[src/core/cal_pkg.sv]
// Shared constants, types and helpers for the channel A active line length block.
package cal_pkg;

	// Widths of the pixel path and of the line length value.
	localparam int PIX_W = 24;
	localparam int LEN_W = 12;
	localparam int LOW_W = 8;
	localparam int HIGH_W = 4;

	// Register indices; the byte address on the bus is four times the index.
	localparam logic [5:0] IDX_LEN_LOW = 6'h20;
	localparam logic [5:0] IDX_LEN_HIGH = 6'h21;
	localparam logic [5:0] IDX_CONFIG = 6'h30;
	localparam logic [5:0] IDX_TRIM = 6'h31;
	localparam logic [5:0] IDX_STATUS = 6'h32;
	localparam logic [5:0] IDX_LAST_LOW = 6'h33;
	localparam logic [5:0] IDX_LAST_HIGH = 6'h34;

	// Reset values.
	localparam logic [7:0] RST_LEN_LOW = 8'h00;
	localparam logic [7:0] RST_LEN_HIGH = 8'h00;
	localparam logic [7:0] RST_CONFIG = 8'h01;
	localparam logic [7:0] RST_TRIM = 8'h00;

	// Field positions in the configuration register.
	localparam int CFG_SINGLE_LINK = 0;
	localparam int CFG_DUAL_INPUT = 1;
	localparam int CFG_MODE_LSB = 2;
	localparam int CFG_MODE_MSB = 3;

	// Field positions in the status register.
	localparam int ST_ACTIVE = 0;
	localparam int ST_OVERFLOW = 1;
	localparam int ST_SHORT = 2;
	localparam int ST_LONG = 3;

	// Input channel arrangement codes.
	localparam logic [1:0] MODE_TWO_STREAM = 2'h2;
	localparam logic [1:0] MODE_LEFT_RIGHT = 2'h3;

	typedef enum logic [1:0] {
		ARR_SINGLE,
		ARR_ODD_EVEN,
		ARR_LEFT_RIGHT,
		ARR_TWO_STREAM
	} cal_arr_type;

	typedef struct packed {
		logic [PIX_W-1:0] data;
		logic last;
		logic to_a;
		logic to_b;
	} cal_pixel_type;

	// Two-stream needs dual input, both output links and the two-stream code; with dual input on a single link that code falls back to odd/even.
	function automatic cal_arr_type cal_decode_arr(input logic dual_input, input logic single_link,
		input logic [1:0] mode);
		cal_arr_type arr;
		arr = ARR_SINGLE;
		if (dual_input) begin
			if (mode == MODE_LEFT_RIGHT) begin
				arr = ARR_LEFT_RIGHT;
			end else if (mode == MODE_TWO_STREAM && !single_link) begin
				arr = ARR_TWO_STREAM;
			end else begin
				arr = ARR_ODD_EVEN;
			end
		end
		return arr;
	endfunction

endpackage

[src/core/cal_pix_buf.sv]
// Two-entry pixel buffer with valid and ready on both sides.
`timescale 1ns/10ps
`default_nettype none
module cal_pix_buf
	import cal_pkg::*;
#(
	parameter int W = $bits(cal_pixel_type)
) (
	// Clock and reset
	input wire logic clk_sys,
	input wire logic rst,
	// Filling side
	input wire logic in_valid,
	output logic in_ready,
	input wire logic [W-1:0] in_data,
	// Draining side
	output logic out_valid,
	input wire logic out_ready,
	output logic [W-1:0] out_data
);

	logic v1_r;
	logic [W-1:0] d1_r;
	logic push;
	logic pop;

	// Slot 0 is always the head, so the outputs come straight from flip-flops.
	assign in_ready = !v1_r;
	assign push = in_valid && in_ready;
	assign pop = out_valid && out_ready;

	always_ff @(posedge clk_sys or posedge rst) begin
		if (rst) begin
			out_valid <= 1'b0;
			out_data <= '0;
			v1_r <= 1'b0;
			d1_r <= '0;
		end else if (pop) begin
			if (v1_r) begin
				out_data <= d1_r;
				v1_r <= 1'b0;
			end else begin
				out_valid <= push;
				out_data <= in_data;
			end
		end else if (push) begin
			if (!out_valid) begin
				out_valid <= 1'b1;
				out_data <= in_data;
			end else begin
				v1_r <= 1'b1;
				d1_r <= in_data;
			end
		end
	end

endmodule
`default_nettype wire

[src/core/cal_line_length.sv]
// Channel A active line length registers and the pixel counter and router they steer.
`timescale 1ns/10ps
`default_nettype none
module cal_line_length
	import cal_pkg::*;
(
	// Clock and reset
	input wire logic clk_sys,
	input wire logic rst,
	// Classic Wishbone slave
	input wire logic wb_cyc_i,
	input wire logic wb_stb_i,
	input wire logic wb_we_i,
	input wire logic [7:0] wb_adr_i,
	input wire logic [3:0] wb_sel_i,
	input wire logic [31:0] wb_dat_i,
	output logic [31:0] wb_dat_o,
	output logic wb_ack_o,
	// Video input from the serial receiver, asynchronous to clk_sys
	input wire logic link_clk,
	input wire logic link_de,
	input wire logic [PIX_W-1:0] link_data,
	// Routed pixel stream towards the output links
	output logic pix_valid,
	input wire logic pix_ready,
	output logic [PIX_W-1:0] pix_data,
	output logic pix_last,
	output logic pix_to_a,
	output logic pix_to_b,
	// Effective length for the rest of the bridge
	output logic [LEN_W-1:0] line_length
);

	typedef enum logic [1:0] {
		LN_IDLE,
		LN_TRIM,
		LN_PASS,
		LN_EXCESS
	} cal_line_state_type;

	// Register file.
	logic [7:0] len_low_r;
	logic [7:0] len_high_r;
	logic [7:0] config_r;
	logic [7:0] trim_r;
	logic overflow_r;
	logic short_r;
	logic long_r;
	logic [LEN_W-1:0] last_count_r;
	logic bus_req;
	logic bus_wr;
	logic [5:0] bus_idx;

	// Synchronisers and edge finding.
	logic lclk_s1_r;
	logic lclk_s2_r;
	logic lclk_s3_r;
	logic de_s1_r;
	logic de_s2_r;
	logic [PIX_W-1:0] data_s1_r;
	logic [PIX_W-1:0] data_s2_r;
	logic pix_edge;

	// Line tracking.
	cal_line_state_type state_r;
	cal_line_state_type state_nxt;
	logic [LEN_W-1:0] limit_r;
	logic [LEN_W-1:0] limit_nxt;
	logic [LEN_W-1:0] count_r;
	logic [LEN_W-1:0] count_nxt;
	logic [7:0] trim_left_r;
	logic [7:0] trim_left_nxt;
	logic to_b_r;
	logic to_b_nxt;
	logic emit_nxt;
	logic emit_last_nxt;
	logic line_end;
	logic short_set;
	logic long_set;
	cal_arr_type arr_now;
	logic [LEN_W-1:0] len_field;

	// Emission into the buffer.
	logic emit_valid_r;
	cal_pixel_type emit_pix_r;
	cal_pixel_type out_pix;
	logic buf_ready;

	assign bus_req = wb_cyc_i && wb_stb_i && !wb_ack_o;
	assign bus_wr = bus_req && wb_we_i && wb_sel_i[0];
	assign bus_idx = wb_adr_i[7:2];
	assign len_field = {len_high_r[HIGH_W-1:0], len_low_r};
	assign arr_now = cal_decode_arr(config_r[CFG_DUAL_INPUT], config_r[CFG_SINGLE_LINK],
		config_r[CFG_MODE_MSB:CFG_MODE_LSB]);

	// Bus answer: one wait state, every access acknowledged, unmapped reads give zero.
	always_ff @(posedge clk_sys or posedge rst) begin
		if (rst) begin
			wb_ack_o <= 1'b0;
		end else begin
			wb_ack_o <= bus_req;
		end
	end

	always_ff @(posedge clk_sys or posedge rst) begin
		if (rst) begin
			wb_dat_o <= 32'h00000000;
		end else if (bus_req) begin
			case (bus_idx)
				IDX_LEN_LOW: wb_dat_o <= {24'h000000, len_low_r};
				IDX_LEN_HIGH: wb_dat_o <= {28'h0000000, len_high_r[HIGH_W-1:0]};
				IDX_CONFIG: wb_dat_o <= {24'h000000, config_r};
				IDX_TRIM: wb_dat_o <= {24'h000000, trim_r};
				IDX_STATUS: wb_dat_o <= {28'h0000000, long_r, short_r, overflow_r, state_r != LN_IDLE};
				IDX_LAST_LOW: wb_dat_o <= {24'h000000, last_count_r[LOW_W-1:0]};
				IDX_LAST_HIGH: wb_dat_o <= {28'h0000000, last_count_r[LEN_W-1:LOW_W]};
				default: wb_dat_o <= 32'h00000000;
			endcase
		end
	end

	// Writable registers.
	always_ff @(posedge clk_sys or posedge rst) begin
		if (rst) begin
			len_low_r <= RST_LEN_LOW;
			len_high_r <= RST_LEN_HIGH;
			config_r <= RST_CONFIG;
			trim_r <= RST_TRIM;
		end else if (bus_wr) begin
			case (bus_idx)
				IDX_LEN_LOW: len_low_r <= wb_dat_i[7:0];
				IDX_LEN_HIGH: len_high_r <= {4'h0, wb_dat_i[HIGH_W-1:0]};
				IDX_CONFIG: config_r <= {4'h0, wb_dat_i[3:0]};
				IDX_TRIM: trim_r <= wb_dat_i[7:0];
				default: ;
			endcase
		end
	end

	// Sticky status bits are cleared by writing one; a new event in the same cycle wins.
	always_ff @(posedge clk_sys or posedge rst) begin
		if (rst) begin
			overflow_r <= 1'b0;
			short_r <= 1'b0;
			long_r <= 1'b0;
		end else begin
			if (emit_valid_r && !buf_ready) begin
				overflow_r <= 1'b1;
			end else if (bus_wr && bus_idx == IDX_STATUS && wb_dat_i[ST_OVERFLOW]) begin
				overflow_r <= 1'b0;
			end
			if (short_set) begin
				short_r <= 1'b1;
			end else if (bus_wr && bus_idx == IDX_STATUS && wb_dat_i[ST_SHORT]) begin
				short_r <= 1'b0;
			end
			if (long_set) begin
				long_r <= 1'b1;
			end else if (bus_wr && bus_idx == IDX_STATUS && wb_dat_i[ST_LONG]) begin
				long_r <= 1'b0;
			end
		end
	end

	// The link clock is only sampled; its rising edge marks a pixel.
	always_ff @(posedge clk_sys or posedge rst) begin
		if (rst) begin
			lclk_s1_r <= 1'b0;
			lclk_s2_r <= 1'b0;
			lclk_s3_r <= 1'b0;
			de_s1_r <= 1'b0;
			de_s2_r <= 1'b0;
			data_s1_r <= '0;
			data_s2_r <= '0;
		end else begin
			lclk_s1_r <= link_clk;
			lclk_s2_r <= lclk_s1_r;
			lclk_s3_r <= lclk_s2_r;
			de_s1_r <= link_de;
			de_s2_r <= de_s1_r;
			data_s1_r <= link_data;
			data_s2_r <= data_s1_r;
		end
	end

	// Data must be stable around the link's rising edge; it passes the same two stages as the clock.
	assign pix_edge = lclk_s2_r && !lclk_s3_r;

	// Per-pixel decision; a new line latches length, trim and routing at its first pixel.
	always_comb begin
		logic [LEN_W-1:0] lim;
		logic [LEN_W-1:0] cnt;
		logic [7:0] trm;
		lim = limit_r;
		cnt = count_r;
		trm = trim_left_r;
		state_nxt = state_r;
		limit_nxt = limit_r;
		count_nxt = count_r;
		trim_left_nxt = trim_left_r;
		to_b_nxt = to_b_r;
		emit_nxt = 1'b0;
		emit_last_nxt = 1'b0;
		line_end = 1'b0;
		if (pix_edge) begin
			if (!de_s2_r) begin
				line_end = (state_r != LN_IDLE);
				state_nxt = LN_IDLE;
			end else begin
				if (state_r == LN_IDLE) begin
					lim = len_field;
					cnt = '0;
					trm = (arr_now == ARR_LEFT_RIGHT) ? trim_r : 8'h00;
					limit_nxt = lim;
					to_b_nxt = (arr_now == ARR_ODD_EVEN) && !config_r[CFG_SINGLE_LINK];
				end
				case (state_r)
					LN_IDLE, LN_TRIM, LN_PASS: begin
						if (trm != 8'h00) begin
							trim_left_nxt = trm - 8'h01;
							count_nxt = cnt;
							state_nxt = LN_TRIM;
						end else if (cnt < lim) begin
							emit_nxt = 1'b1;
							emit_last_nxt = (cnt == lim - 12'h001);
							count_nxt = cnt + 12'h001;
							trim_left_nxt = 8'h00;
							state_nxt = LN_PASS;
						end else begin
							count_nxt = cnt;
							trim_left_nxt = 8'h00;
							state_nxt = LN_EXCESS;
						end
					end
					LN_EXCESS: state_nxt = LN_EXCESS;
					default: state_nxt = LN_IDLE;
				endcase
			end
		end
	end

	assign short_set = line_end && (count_r < limit_r);
	assign long_set = pix_edge && de_s2_r && (state_r == LN_EXCESS || state_nxt == LN_EXCESS)
		&& state_r != LN_EXCESS;

	always_ff @(posedge clk_sys or posedge rst) begin
		if (rst) begin
			state_r <= LN_IDLE;
			limit_r <= '0;
			count_r <= '0;
			trim_left_r <= 8'h00;
			to_b_r <= 1'b0;
		end else begin
			state_r <= state_nxt;
			limit_r <= limit_nxt;
			count_r <= count_nxt;
			trim_left_r <= trim_left_nxt;
			to_b_r <= to_b_nxt;
		end
	end

	always_ff @(posedge clk_sys or posedge rst) begin
		if (rst) begin
			last_count_r <= '0;
		end else if (line_end) begin
			last_count_r <= count_r;
		end
	end

	always_ff @(posedge clk_sys or posedge rst) begin
		if (rst) begin
			emit_valid_r <= 1'b0;
			emit_pix_r <= '0;
		end else begin
			emit_valid_r <= emit_nxt;
			if (emit_nxt) begin
				emit_pix_r.data <= data_s2_r;
				emit_pix_r.last <= emit_last_nxt;
				emit_pix_r.to_a <= 1'b1;
				emit_pix_r.to_b <= to_b_nxt;
			end
		end
	end

	always_ff @(posedge clk_sys or posedge rst) begin
		if (rst) begin
			line_length <= '0;
		end else begin
			line_length <= len_field;
		end
	end

	// A stalled receiver is absorbed by two entries; a pixel that still finds no room is flagged.
	cal_pix_buf #(
		.W($bits(cal_pixel_type))
	) u_buf (
		.clk_sys(clk_sys),
		.rst(rst),
		.in_valid(emit_valid_r),
		.in_ready(buf_ready),
		.in_data(emit_pix_r),
		.out_valid(pix_valid),
		.out_ready(pix_ready),
		.out_data(out_pix)
	);

	assign pix_data = out_pix.data;
	assign pix_last = out_pix.last;
	assign pix_to_a = out_pix.to_a;
	assign pix_to_b = out_pix.to_b;

endmodule
`default_nettype wire

[config.mk]
export PLATFORM = sky130hd
export DESIGN_NAME = cal_line_length
export DESIGN_NICKNAME = d
export VERILOG_FILES = /design/src/core/cal_pkg.sv /design/src/core/cal_pix_buf.sv /design/src/core/cal_line_length.sv
export SDC_FILE = /design/constraint.sdc
export NUM_CORES = 1
export LEC_CHECK = 0
export ABC_AREA = 1
export BUFFER_PORTS_ARGS = -buffer_cell sky130_fd_sc_hd__buf_2
export CAP_MARGIN = 20
export CORE_MARGIN = 5
export CORE_UTILIZATION = 50
export DETAILED_ROUTE_END_ITERATION = 16
export PLACE_DENSITY = 0.74
export SLEW_MARGIN = 20
export SYNTH_ARGS = -nofsm -noshare
export SYNTH_HDL_FRONTEND = slang
export SYNTH_SLANG_ARGS = --single-unit
[constraint.sdc]
create_clock -name clk_sys -period 8.7 [get_ports clk_sys]
set_clock_uncertainty 0.2 [all_clocks]
set_input_delay 1.74 -clock clk_sys [delete_from_list [all_inputs] [get_ports clk_sys]]
set_output_delay 1.74 -clock clk_sys [all_outputs]
set_load 0.1 [all_outputs]
# [Word level (Yosys, flattened, before mapping)]
# Cells that the tools add are included.
[op_classes] add_sub_neg=3 mul=0 div=0 magnitude_cmp=2 eq_ne=19 shift=0 muxes=53 n_bitwise=1 reduce_logical=42
[op_table] operator="27-bit two-way mux" count=4
[op_table] operator="12-bit two-way mux" count=8
[op_table] operator="8-bit one-hot mux with 7 select lines" count=1
[op_table] operator="6-bit == test, second input constant" count=7
[op_table] operator="8-bit two-way mux" count=5
[op_table] operator="1-bit two-way mux" count=28
[op_table] operator="12-bit less-than comparator" count=2
[op_table] operator="1-bit logical AND" count=18
[op_table] operator="2-bit AND reduction" count=8
[op_table] operator="12-bit by 1-bit adder with 12-bit output, second input constant" count=1
[op_table] operator="12-bit == test" count=1
[op_table] operator="2-bit == test, second input constant" count=6
[op_table] operator="2-bit two-way mux" count=6
[op_table] operator="2-bit nonzero test" count=6
[op_table] operator="12-bit by 1-bit subtractor with 12-bit output, second input constant" count=1
[op_table] operator="8-bit nonzero test" count=1
[op_table] operator="8-bit by 1-bit subtractor with 8-bit output, second input constant" count=1
[op_table] operator="2-bit != test, second input constant" count=3
[op_table] operator="3-bit AND reduction" count=2
[op_table] operator="2-bit by 1-bit == test with 1-bit output, second input constant" count=2
[op_table] operator="1-bit zero test" count=4
[op_table] operator="2-bit one-hot mux with 2 select lines" count=1
[op_table] operator="3-bit OR reduction" count=1
[op_table] operator="2-bit zero test" count=1
[op_table] operator="other kinds (2)" count=2
[word_totals] reg_bits=256 latchBits=0 ram_bits=0 rom_bits=0 inputBits=76 word_cells=152 n_memories=0

# [Longest topological paths before layout]
# Gate-level depths: netlist (run 1).
[depth] depth_word=20 ltp_mapped=18 depth_no_buf=16

# [Cells and area by module]
# A second synthesis (run 1) with hierarchy kept.
[unflattened] cells_unflattened=1268 hier_area_um2=10894.2
[modules_own_cells] mod="cal_line_length" instances=1 cells_each=931 area_each_um2=8130.3 seq_area_each_um2=4405.5
[modules_own_cells] mod="cal_pix_buf" instances=1 cells_each=337 area_each_um2=2763.9 seq_area_each_um2=1401.3

# [Least setup slack after synthesis (run 1)]
# No wires, ideal clock.
[synth_timing] kind="input to register" from="input port pix_ready" to="register u_buf.d1_r[0]" t_arrival_ps=2866 required_ps=8375 slack_ps=5509 path_stages=5 path_cell_list="nor2_1 -> nand2_1 -> clkbuf_1 -> buf_1 -> mux2_2"
[synth_between] elab_chain_len=3
[synth_rtl] item="start: declaration" line="cal_line_length.sv:25" rtl="input wire logic pix_ready,"
[synth_rtl] item="1-bit logical AND" line="cal_pix_buf.sv:30" rtl="assign pop = out_valid && out_ready;"
[synth_rtl] item="1-bit inverter (no source line)"
[synth_rtl] item="3-bit AND reduction (no source line)"
[synth_rtl] item="end signal: assignment" line="cal_pix_buf.sv:52" rtl="d1_r <= in_data;"
[synth_rtl] item="end: declaration" line="cal_pix_buf.sv:23" rtl="logic [W-1:0] d1_r;"
# No other way between the ends.
# A chain may end at the register's enable or synchronous reset.

# [Worst setup path in the final report (run 1)]
[layout_timing] from="register state_r[1]" to="register emit_pix_r[18] (netlist bit)"
[layout_between] elab_chain_len=10 word_cells_on_any_way=20 cone_classes="1 x order compare; 2 x eq/ne; 14 x mux; 3 x reduce/logical"
[layout_rtl] item="start: declaration" line="cal_line_length.sv:65" rtl="cal_line_state_type state_r;"
[layout_rtl] item="start signal: assignment" line="cal_line_length.sv:254" rtl="state_r <= state_nxt;"
[layout_rtl] item="2-bit zero test" line="cal_line_length.sv:210, cal_line_length.sv:217"
[layout_rtl] item="12-bit two-way mux" line="cal_line_length.sv:210" rtl="if (state_r == LN_IDLE) begin"
[layout_rtl] item="12-bit two-way mux" line="cal_line_length.sv:206" rtl="if (!de_s2_r) begin"
[layout_rtl] item="12-bit two-way mux" line="cal_line_length.sv:205" rtl="if (pix_edge) begin"
[layout_rtl] item="12-bit less-than comparator" line="cal_line_length.sv:223" rtl="end else if (cnt < lim) begin"
[layout_rtl] item="1-bit two-way mux" line="cal_line_length.sv:223"
[layout_rtl] item="1-bit two-way mux" line="cal_line_length.sv:219" rtl="if (trm != 8'h00) begin"
[layout_rtl] item="1-bit two-way mux (*)" line="cal_line_length.sv:217" rtl="case (state_r)"
[layout_rtl] item="1-bit two-way mux (*)" line="cal_line_length.sv:206"
[layout_rtl] item="1-bit two-way mux (*)" line="cal_line_length.sv:205"
[layout_rtl] item="end: declaration" line="cal_line_length.sv:85" rtl="cal_pixel_type emit_pix_r;"
# Every way passes the cells marked *; elsewhere a longest branch is shown, timed or not. The select of a mux whose other input is x is not followed.

==> summary.md, run 1 <==
The area growth from synthesis to layout is 13.4%. The number of enable flip-flop cells after synthesis was 0. The tools report the endpoint required time on the critical path as 8.90 ns. The run finished with clean final reports. The run gives 0 as the residual antenna-violating net count after detailed routing. The count of cell types in the netlist is 51, and the final cycle utilization of the critical path is 46.9%. The via count of the first global-routing pass came out at 8,036.

Setup violations remaining at the end of the flow were counted as 0. The number of antenna violations at the first check in global routing was 0; the cell area power density was 299 nW/um^2. The largest net degree at the start of global routing came out at 115. The analysis attributes to cell leakage a power of 6.09 nW. Buffers inserted during clock tree synthesis total 25. The buffer depth of the longest clock path is 3, and the post-cts sizing count is 0. The post-synthesis instance total was 1,175. The number of flip-flops and latches in the synthesized netlist is 232. The worst pin sits at a relative slew slack of 30.9%.

Largest vdd supply drop: 0.181 mV. For this run, the post-layout net count is 1,367. The wire length of the first global-routing pass is 40,700 microns.

The class of the worst hold path was reg -> reg. The tree is rooted in a sky130_fd_sc_hd__clkbuf_16. TritonCTS built the clock tree. The die covers 24,400 sq um. The number of detailed-routing iterations run before antenna repair is 5. The count of pins over their slew limit came out at 0. For the overflow left after global routing, the log shows 0.

After the first detailed-routing iteration, the DRC count stood at 540. The floorplan has 53 rows. Setup repair after global routing left no endpoint under its margin. At the pin with the least slew margin, the transition time is 1.03 ns. For the number of clock sinks seen by CTS, the log shows 232. The placer's final routability congestion estimate was 0.875. Among all stages on the critical path, the largest delay is contributed by sky130_fd_sc_hd__buf_4. For this block, the routed nets add up to 24,600 microns of wire. Overall power consumption after layout is estimated at 3.63 mW.

The cell area after technology mapping was 10,700 sq um; the x dimension of the die was 156 microns. The maximum clock frequency was 0.245 GHz. Each instance of the synthesized netlist takes up on average 9.10 sq um. Clock latency on the worst-skew pair, taken at its later pin, is 0.51 ns.

Counting I/O delays and the setup requirement, the final critical path takes 4.08 ns. After detailed routing, the average wire length per cell comes to 15.8 microns. The share of the synthesized area in the top cell type works out to 54.1%. The post-route setup TNS was 0 ns; the overall die height was 156 microns.

On the worst path, the slowest cell contributes a delay of 0.56 ns. Walking the worst path, the cells encountered are nor2_4, buf_4, nand2_1, o21ai_0, ha_1, a21oi_1, o21ai_0, a21oi_2, nand3_4, nor2_8, inv_4, nand2_1, nand2_1. The routed layout has 8,119 vias. The count of unresolved DRC violations after routing is 0, and the number of antenna diodes is 0. The most area-hungry cell type in the Yosys netlist is sky130_fd_sc_hd__dfrtp_1. Highest fanout seen on the critical path: 42.

The region available for standard cell placement spans 21,000 sq um. The post-route netlist has 17.7% of its cells at a drive strength greater than 1. The tool flagged a number of max-cap violations equal to 0. Port buffering added 95 buffers.

Most numerous cell on the critical path: sky130_fd_sc_hd__nand2_1. The fraction of registers with async set/reset was 100%; the finished layout cell area was 12,100 sq um. 149 I/O pins were placed. The kind of critical path is reg -> reg. The total placed instance area was 11,300 sq um. The final HPWL from detailed placement is 17,000 microns. After synthesis, the cell types taking the most area are sky130_fd_sc_hd__dfrtp_1 (54%), sky130_fd_sc_hd__nand2_1 (11%), sky130_fd_sc_hd__inv_1 (4.5%). Data arrives at the worst endpoint at 4.29 ns. The H-tree level count was 1; the proportion of synthesized chip area in sequential cells was 54.3%.

The worst setup path is launched from a flop. After clock tree synthesis, the clock-pin slew on the worst setup and hold paths is 0.06 ns. STA classifies the critical path endpoint as a flop. Along the worst hold path, the cell count comes to 0. Buffers inserted to repair hold after CTS numbered 0. The library cell with the highest instance count after synthesis is sky130_fd_sc_hd__nand2_1. The commonest cells after synthesis are sky130_fd_sc_hd__nand2_1 (315), sky130_fd_sc_hd__dfrtp_1 (231), sky130_fd_sc_hd__inv_1 (127), sky130_fd_sc_hd__nor2_1 (84), sky130_fd_sc_hd__o21ai_0 (71). The tools report the overall routing resource usage as 20.3%. The tools report the number of hold violations in the final report as 0. Once the clock tree was built, the setup fixing pass inserted 0 buffers. The run gives 50.9% as the starting density of the core.

Number of synthesis warnings: 0. The via density per instance works out to 5.20. Dominant synthesized flop cell: sky130_fd_sc_hd__dfrtp_1.

Measured in cells, the most critical reg-to-reg path has a length of 13.
-- routing by layer --
metal | track usage [%] | vias up | part of all wire (%)
met5 | 0 | - | 0
li1 | - | 3935 | -
met3 | 3.79 | 40 | 7.0
met2 | 32.5 | 241 | 47
met4 | 4.71 | 0 | 1.9
met1 | 29.0 | 3903 | 44
-- cells by family after synthesis --
logic type	after synthesis	share of synthesized area [%]
and+or+nand+nor	516	20.9
other	1	0.0351
AOI/OAI and AO/OA	170	9.69
DFF	232	54.3
adders and majority gates	24	2.81
muxes	26	2.74
xor gates and xnor gates	9	0.737
buffers and inverters	197	8.74
-- final timing paths --
kind / startpoint / end / slack [ns]
setup / recovery: state_r[1] / emit_pix_r[18] / 4.62
hold / removal: data_s1_r[15] / data_s2_r[15] / 0.14
setup reg to reg: state_r[1] / emit_pix_r[18] / 4.62
hold reg to reg: data_s1_r[15] / data_s2_r[15] / 0.14
max in group asynchronous: rst / count_r[8] / 5.78
min in group asynchronous: rst / line_length[0] / 1.13
-- flip-flops by register name, summed over array words and instances, names as in the netlist, 2 cells and up --
register / flops
config_r: 4
data_s2_r: 24
trim_left_r: 8
state_r: 2
wb_dat_o: 8
u_buf.out_data: 27
data_s1_r: 24
u_buf.d1_r: 27
len_low_r: 8
line_length: 12
trim_r: 8
emit_pix_r: 27
len_high_r: 4
limit_r: 12
last_count_r: 12
count_r: 12
-- power breakdown --
part | internal [mW] | switching, mW
Clock | 0.669 | 0.424
Combinational | 0.242 | 0.907
Sequential | 1.27 | 0.121
-- placed cells by master, fill, tap and decap left out, drive strengths merged, types with 5 or more instances in the layout --
cell,instances
a21oi,23
a31oi,29
buf,105
clkbuf,35
clkinv,7
conb,24
dfrtp,231
ha,24
inv,134
mux2,26
nand2,322
nand3,68
nand3b,6
nand4,13
nor2,98
nor3,5
o21ai,85
o22ai,23
xor2,6
-- area by class of cell --
type	instances	area (sq um)
inverters	134	513
flip-flops and latches	232	5810
multi-input cells	769	4050
repair buffers	105	551
well taps	275	344
clock buffers	35	723
clock inverters	11	140
fillers	1774	8890
-- metrics by stage --
step / setup slack (ns) / utilization, % / instances / hold slack (ns)
floorplan: 0.400 / - / 1198 / 0.131
global placement: 4.77 / 53.6 / 1515 / 0.133
detailed placement: 4.65 / 53.6 / 1515 / 0.135
CTS: 4.64 / 57.7 / 1561 / 0.143
global route: 4.35 / 57.7 / 1561 / 0.153
finish: 4.62 / 57.7 / 1561 / 0.143
-- worst max-delay path, delay by kind of cell (launching register included) --
kind	cells	cell delay [ns]
simple gates	6	1.48
buf+inv	2	0.85
compound gates	4	0.70
flops	1	0.43
fa+ha+maj	1	0.26
Note: power is estimated with default switching activity, not from simulation.
==> run 2, diff against run 1 <==
--- a/config.mk
+++ b/config.mk
@@ -5,13 +5,13 @@
 export SDC_FILE = /design/constraint.sdc
 export NUM_CORES = 1
 export LEC_CHECK = 0
-export ABC_AREA = 1
+export ABC_AREA = 0
 export BUFFER_PORTS_ARGS = -buffer_cell sky130_fd_sc_hd__buf_2
 export CAP_MARGIN = 20
 export CORE_MARGIN = 5
 export CORE_UTILIZATION = 50
 export DETAILED_ROUTE_END_ITERATION = 16
-export PLACE_DENSITY = 0.74
+export PLACE_DENSITY = 0.71
 export SLEW_MARGIN = 20
 export SYNTH_ARGS = -nofsm -noshare
 export SYNTH_HDL_FRONTEND = slang
==> constraint.sdc (replaced) <==
create_clock -name clk_sys -period 4.2 [get_ports clk_sys]
set_clock_uncertainty 0.2 [all_clocks]
set_input_delay 0.84 -clock clk_sys [delete_from_list [all_inputs] [get_ports clk_sys]]
set_output_delay 0.84 -clock clk_sys [all_outputs]
set_load 0.1 [all_outputs]
==> summary.md, run 2 <==
The run finished with clean final reports. The row count is 52 (-1.9%). The post-synthesis instance total is 863 (-27%).

The class of the worst hold path was reg -> reg. The sort of element at the end of the critical path was a flop. The number of flip-flops and latches in the synthesized netlist is 232 (unchanged).

For the cell area after technology mapping, the log shows 10,300 sq um (-3.5%). The routed length per instance was 17.8 microns (+13%); the post-cts sizing count was 0 (unchanged). The area growth from synthesis to layout is 16.2%. The reg2reg setup slack came out at 0.35 ns (-4.27 ns). The count of unresolved DRC violations after routing was 0 (unchanged). The run gives 149 (unchanged) as the total I/O pin count. The logs give 0 (unchanged) for the count of pins over their slew limit and 0 (unchanged) for the number of antenna violations at the first check in global routing. The x dimension of the die came out at 154 microns (-1.6%).

Library cell with the highest instance count after synthesis: sky130_fd_sc_hd__dfrtp_1. The overall die height is 154 microns (-1.6%), and the number of failing setup endpoints in the final timing report is 0 (unchanged). The count of buffers added by post-CTS timing repair for setup is 0 (unchanged). The tools report the residual antenna-violating net count after detailed routing as 0 (unchanged). The most common cell after layout, fill and taps aside is sky130_fd_sc_hd__dfrtp_1. The endpoint required time on the critical path was 4.40 ns (-4.50 ns). The hold-critical path depth works out to 0 (unchanged).

The number of port buffers is 95 (unchanged). Setup repair after global routing left no endpoint under its margin. Count of cell types in the netlist: 61 (+20%). The floorplan die area is 23,600 sq um (-3.3%), and the post-route setup TNS is 0 ns (unchanged). The cell area power density is 641 nW/um^2 (+110%). By startpoint and endpoint, the worst setup path is classified as reg -> reg. The largest net degree at the start of global routing is 130 (+13%), and the final cycle utilization of the critical path is 91.7% (+45 points). The clock-pin slew reported for the worst setup and hold paths after clock tree synthesis works out to 0.06 ns (about the same). By area the synthesized netlist is led by sky130_fd_sc_hd__dfrtp_1 (56%), sky130_fd_sc_hd__mux2_2 (11%), sky130_fd_sc_hd__mux2i_1 (3.3%). Wire length of the first global-routing pass: 37,400 microns (-8.0%). The via density per instance was 5.52 (+6.0%); the proportion of synthesized chip area in sequential cells was 56.3% (+2.0 points). The number of enable flip-flop cells after synthesis was 0 (unchanged). Buffer cell driving the clock tree root: sky130_fd_sc_hd__clkbuf_16.

In the final layout, the registers with the most flip-flops are emit_pix_r: 27 flops, u_buf.d1_r: 27 flops, u_buf.out_data: 27 flops. The sink of the worst hold path is data_s2_r[4]. The tools report the startpoint of the worst register-to-register path as state_r[1].

For the number of synthesis warnings, the log shows 0 (unchanged). The overflow left after global routing was 0 (unchanged); the H-tree level count was 1 (unchanged). Maximum clock frequency: 0.260 GHz (+5.9%). Among all flip-flop cells after synthesis, the most frequent one is sky130_fd_sc_hd__dfrtp_1. The worst-margin pin slew was 0.916 ns (-0.118 ns).

The area inside the core boundary came out at 20,300 sq um (-3.4%). After synthesis, the most frequently instantiated cells are sky130_fd_sc_hd__dfrtp_1 (231), sky130_fd_sc_hd__mux2_2 (99), sky130_fd_sc_hd__nand2_1 (86), sky130_fd_sc_hd__o21ai_0 (56), sky130_fd_sc_hd__mux2i_1 (34). TritonCTS built the clock tree. The number of cells on the worst reg-to-reg path was 12 (-1).

The post-route minimum period was 3.85 ns (-0.229 ns); the buffer depth of the longest clock path was 3 (unchanged). The fraction of registers with async set/reset is 100% (unchanged). The startpoint of the tightest hold check path is data_s1_r[4].

The final HPWL from detailed placement is 15,400 microns (-9.4%), and the highest fanout seen on the critical path is 29 (-31%). The share of cells above drive strength 1 was 28.2% (+11 points). The number of hold violations in the final report is 0 (unchanged), and the placer's final routability congestion estimate is 0.885 (+1.2%). The routed wire length is 22,400 microns (-9.0%). The tools report the critical register-to-register path endpoint as count_r[8]. The total vias in the final route came out at 6,955 (-14%). The run gives 0 (unchanged) as the number of antenna diodes. The static power due to leakage is 6.00 nW (-1.5%), and the tightest slew margin relative to the limit is 38.8% (+7.9 points). The synthesized design spends more area on one cell type than any other, namely sky130_fd_sc_hd__dfrtp_1. The data arrival time at the worst-slack endpoint came out at 4.05 ns (-0.24 ns). In the layout the commonest cells are sky130_fd_sc_hd__dfrtp_1 (231), sky130_fd_sc_hd__mux2_2 (99), sky130_fd_sc_hd__buf_2 (95).

The share of the synthesized area in the top cell type was 56.0% (+1.9 points); the overall power was 7.69 mW (+110%). The run gives 6,943 (-14%) as the via count of the first global-routing pass. The synthesized area per cell is 12.0 sq um (+31%). Launching element type of the critical path: a flop. The tools report the number of detailed-routing iterations run before antenna repair as 7 (+2).

The latest clock arrival within the worst-skew pair is 0.52 ns (about the same). The number of buffers created by CTS is 25 (unchanged), and the number of clock sinks seen by CTS is 232 (unchanged). The logs give 1,072 (-22%) for the layout net count and 0 (unchanged) for the hold buffer count at cts.

The starting density of the core was 50.8% (about the same); the number of max-cap violations was 0 (unchanged). The number of DRC markers after the initial detailed-route iteration is 412 (-24%). The overall routing resource usage is 19.2% (-1.0 points). The largest vdd supply drop came out at 0.543 mV (+200%).
-- run 2: cell types whose count changed in the layout (fill, tap and decap cells not counted), moves of 12 or more --
cell                      before  now
sky130_fd_sc_hd__xnor2_1       3   15
sky130_fd_sc_hd__nand3_1      64   14
sky130_fd_sc_hd__inv_1       126   25
sky130_fd_sc_hd__mux2_2       26   99
sky130_fd_sc_hd__a31oi_1      29    4
sky130_fd_sc_hd__nor3_1        1   13
sky130_fd_sc_hd__o21ai_0      71   55
sky130_fd_sc_hd__nand2_1     315   86
sky130_fd_sc_hd__mux2i_1       0   34
sky130_fd_sc_hd__o22ai_1      17    4
sky130_fd_sc_hd__nor2_1       84   20
-- run 2: stage by stage --
stage | instance area, sq um | instances | hold WS (ns) | utilization (%) | setup slack, ns
4_1_cts | 12000 | 1261 | 0.148 | 59.1 | 0.361
5_1_grt | 12000 | 1261 | 0.151 | 59.1 | 0.133
2_1_floorplan | 10500 | 886 | 0.131 | - | 0.0396
6_report | 12000 | 1261 | 0.146 | 59.1 | 0.347
3_3_place_gp | 11100 | 1215 | 0.132 | 54.9 | 0.425
3_5_place_dp | 11100 | 1215 | 0.135 | 54.9 | 0.372
-- run 2: worst max path at each step --
stage                     from     endpoint  depth (start not counted)
finish              state_r[1]   count_r[8]                         12
global route        state_r[1]  count_r[10]                         12
CTS                 state_r[1]   count_r[8]                         12
detailed placement  state_r[1]   count_r[8]                         12
global placement    state_r[1]   count_r[9]                         11
floorplan           state_r[1]   count_r[9]                         16
-- run 2: cell type report --
type | instances | area (sq um)
clock buffers | 32 | 672
clock inverters | 14 | 186
flip-flops and latches | 232 | 5810
well taps | 270 | 338
multi-input cells | 570 | 4230
inverters | 26 | 101
repair buffers | 117 | 666
fillers | 1685 | 8300
-- run 2: per-layer routing --
metal	part of all wire, %	global-route usage [%]
met1	44	27.2
met2	47	30.8
met3	6.4	3.09
met4	2.7	5.76
met5	0	0
-- run 2: cells by family (layout without fill, tap and decap cells) --
logic type,Yosys count,count (layout),share of synthesized area [%]
DFF,232,232,56.3
and+or+nand+nor,209,209,10.5
adders and majority gates,24,24,2.91
other,1,24,0.0363
muxes,137,137,15.0
buffers and inverters,84,189,3.99
AOI/OAI and AO/OA,152,152,9.32
xor gates and xnor gates,24,24,2.04
-- run 2: critical path, stage by stage (launching register included) --
cell and delay, ns:
sky130_fd_sc_hd__dfrtp_1 0.34, sky130_fd_sc_hd__or2_4 0.35, sky130_fd_sc_hd__buf_4 0.23, sky130_fd_sc_hd__nor2_1 0.09, sky130_fd_sc_hd__a22oi_1 0.21, sky130_fd_sc_hd__ha_2 0.26, sky130_fd_sc_hd__o21ai_2 0.10, sky130_fd_sc_hd__a221o_1 0.32
sky130_fd_sc_hd__or4_1 0.47, sky130_fd_sc_hd__or3_2 0.48, sky130_fd_sc_hd__buf_4 0.25, sky130_fd_sc_hd__nor4_2 0.34, sky130_fd_sc_hd__xnor2_1 0.11
-- run 2: report_power, final --
part           internal, mW  switching (mW)  total (mW)
Combinational         0.687            1.89        2.58
Clock                  1.39           0.879        2.26
Sequential             2.59           0.251        2.85
Total                  4.67            3.02        7.69
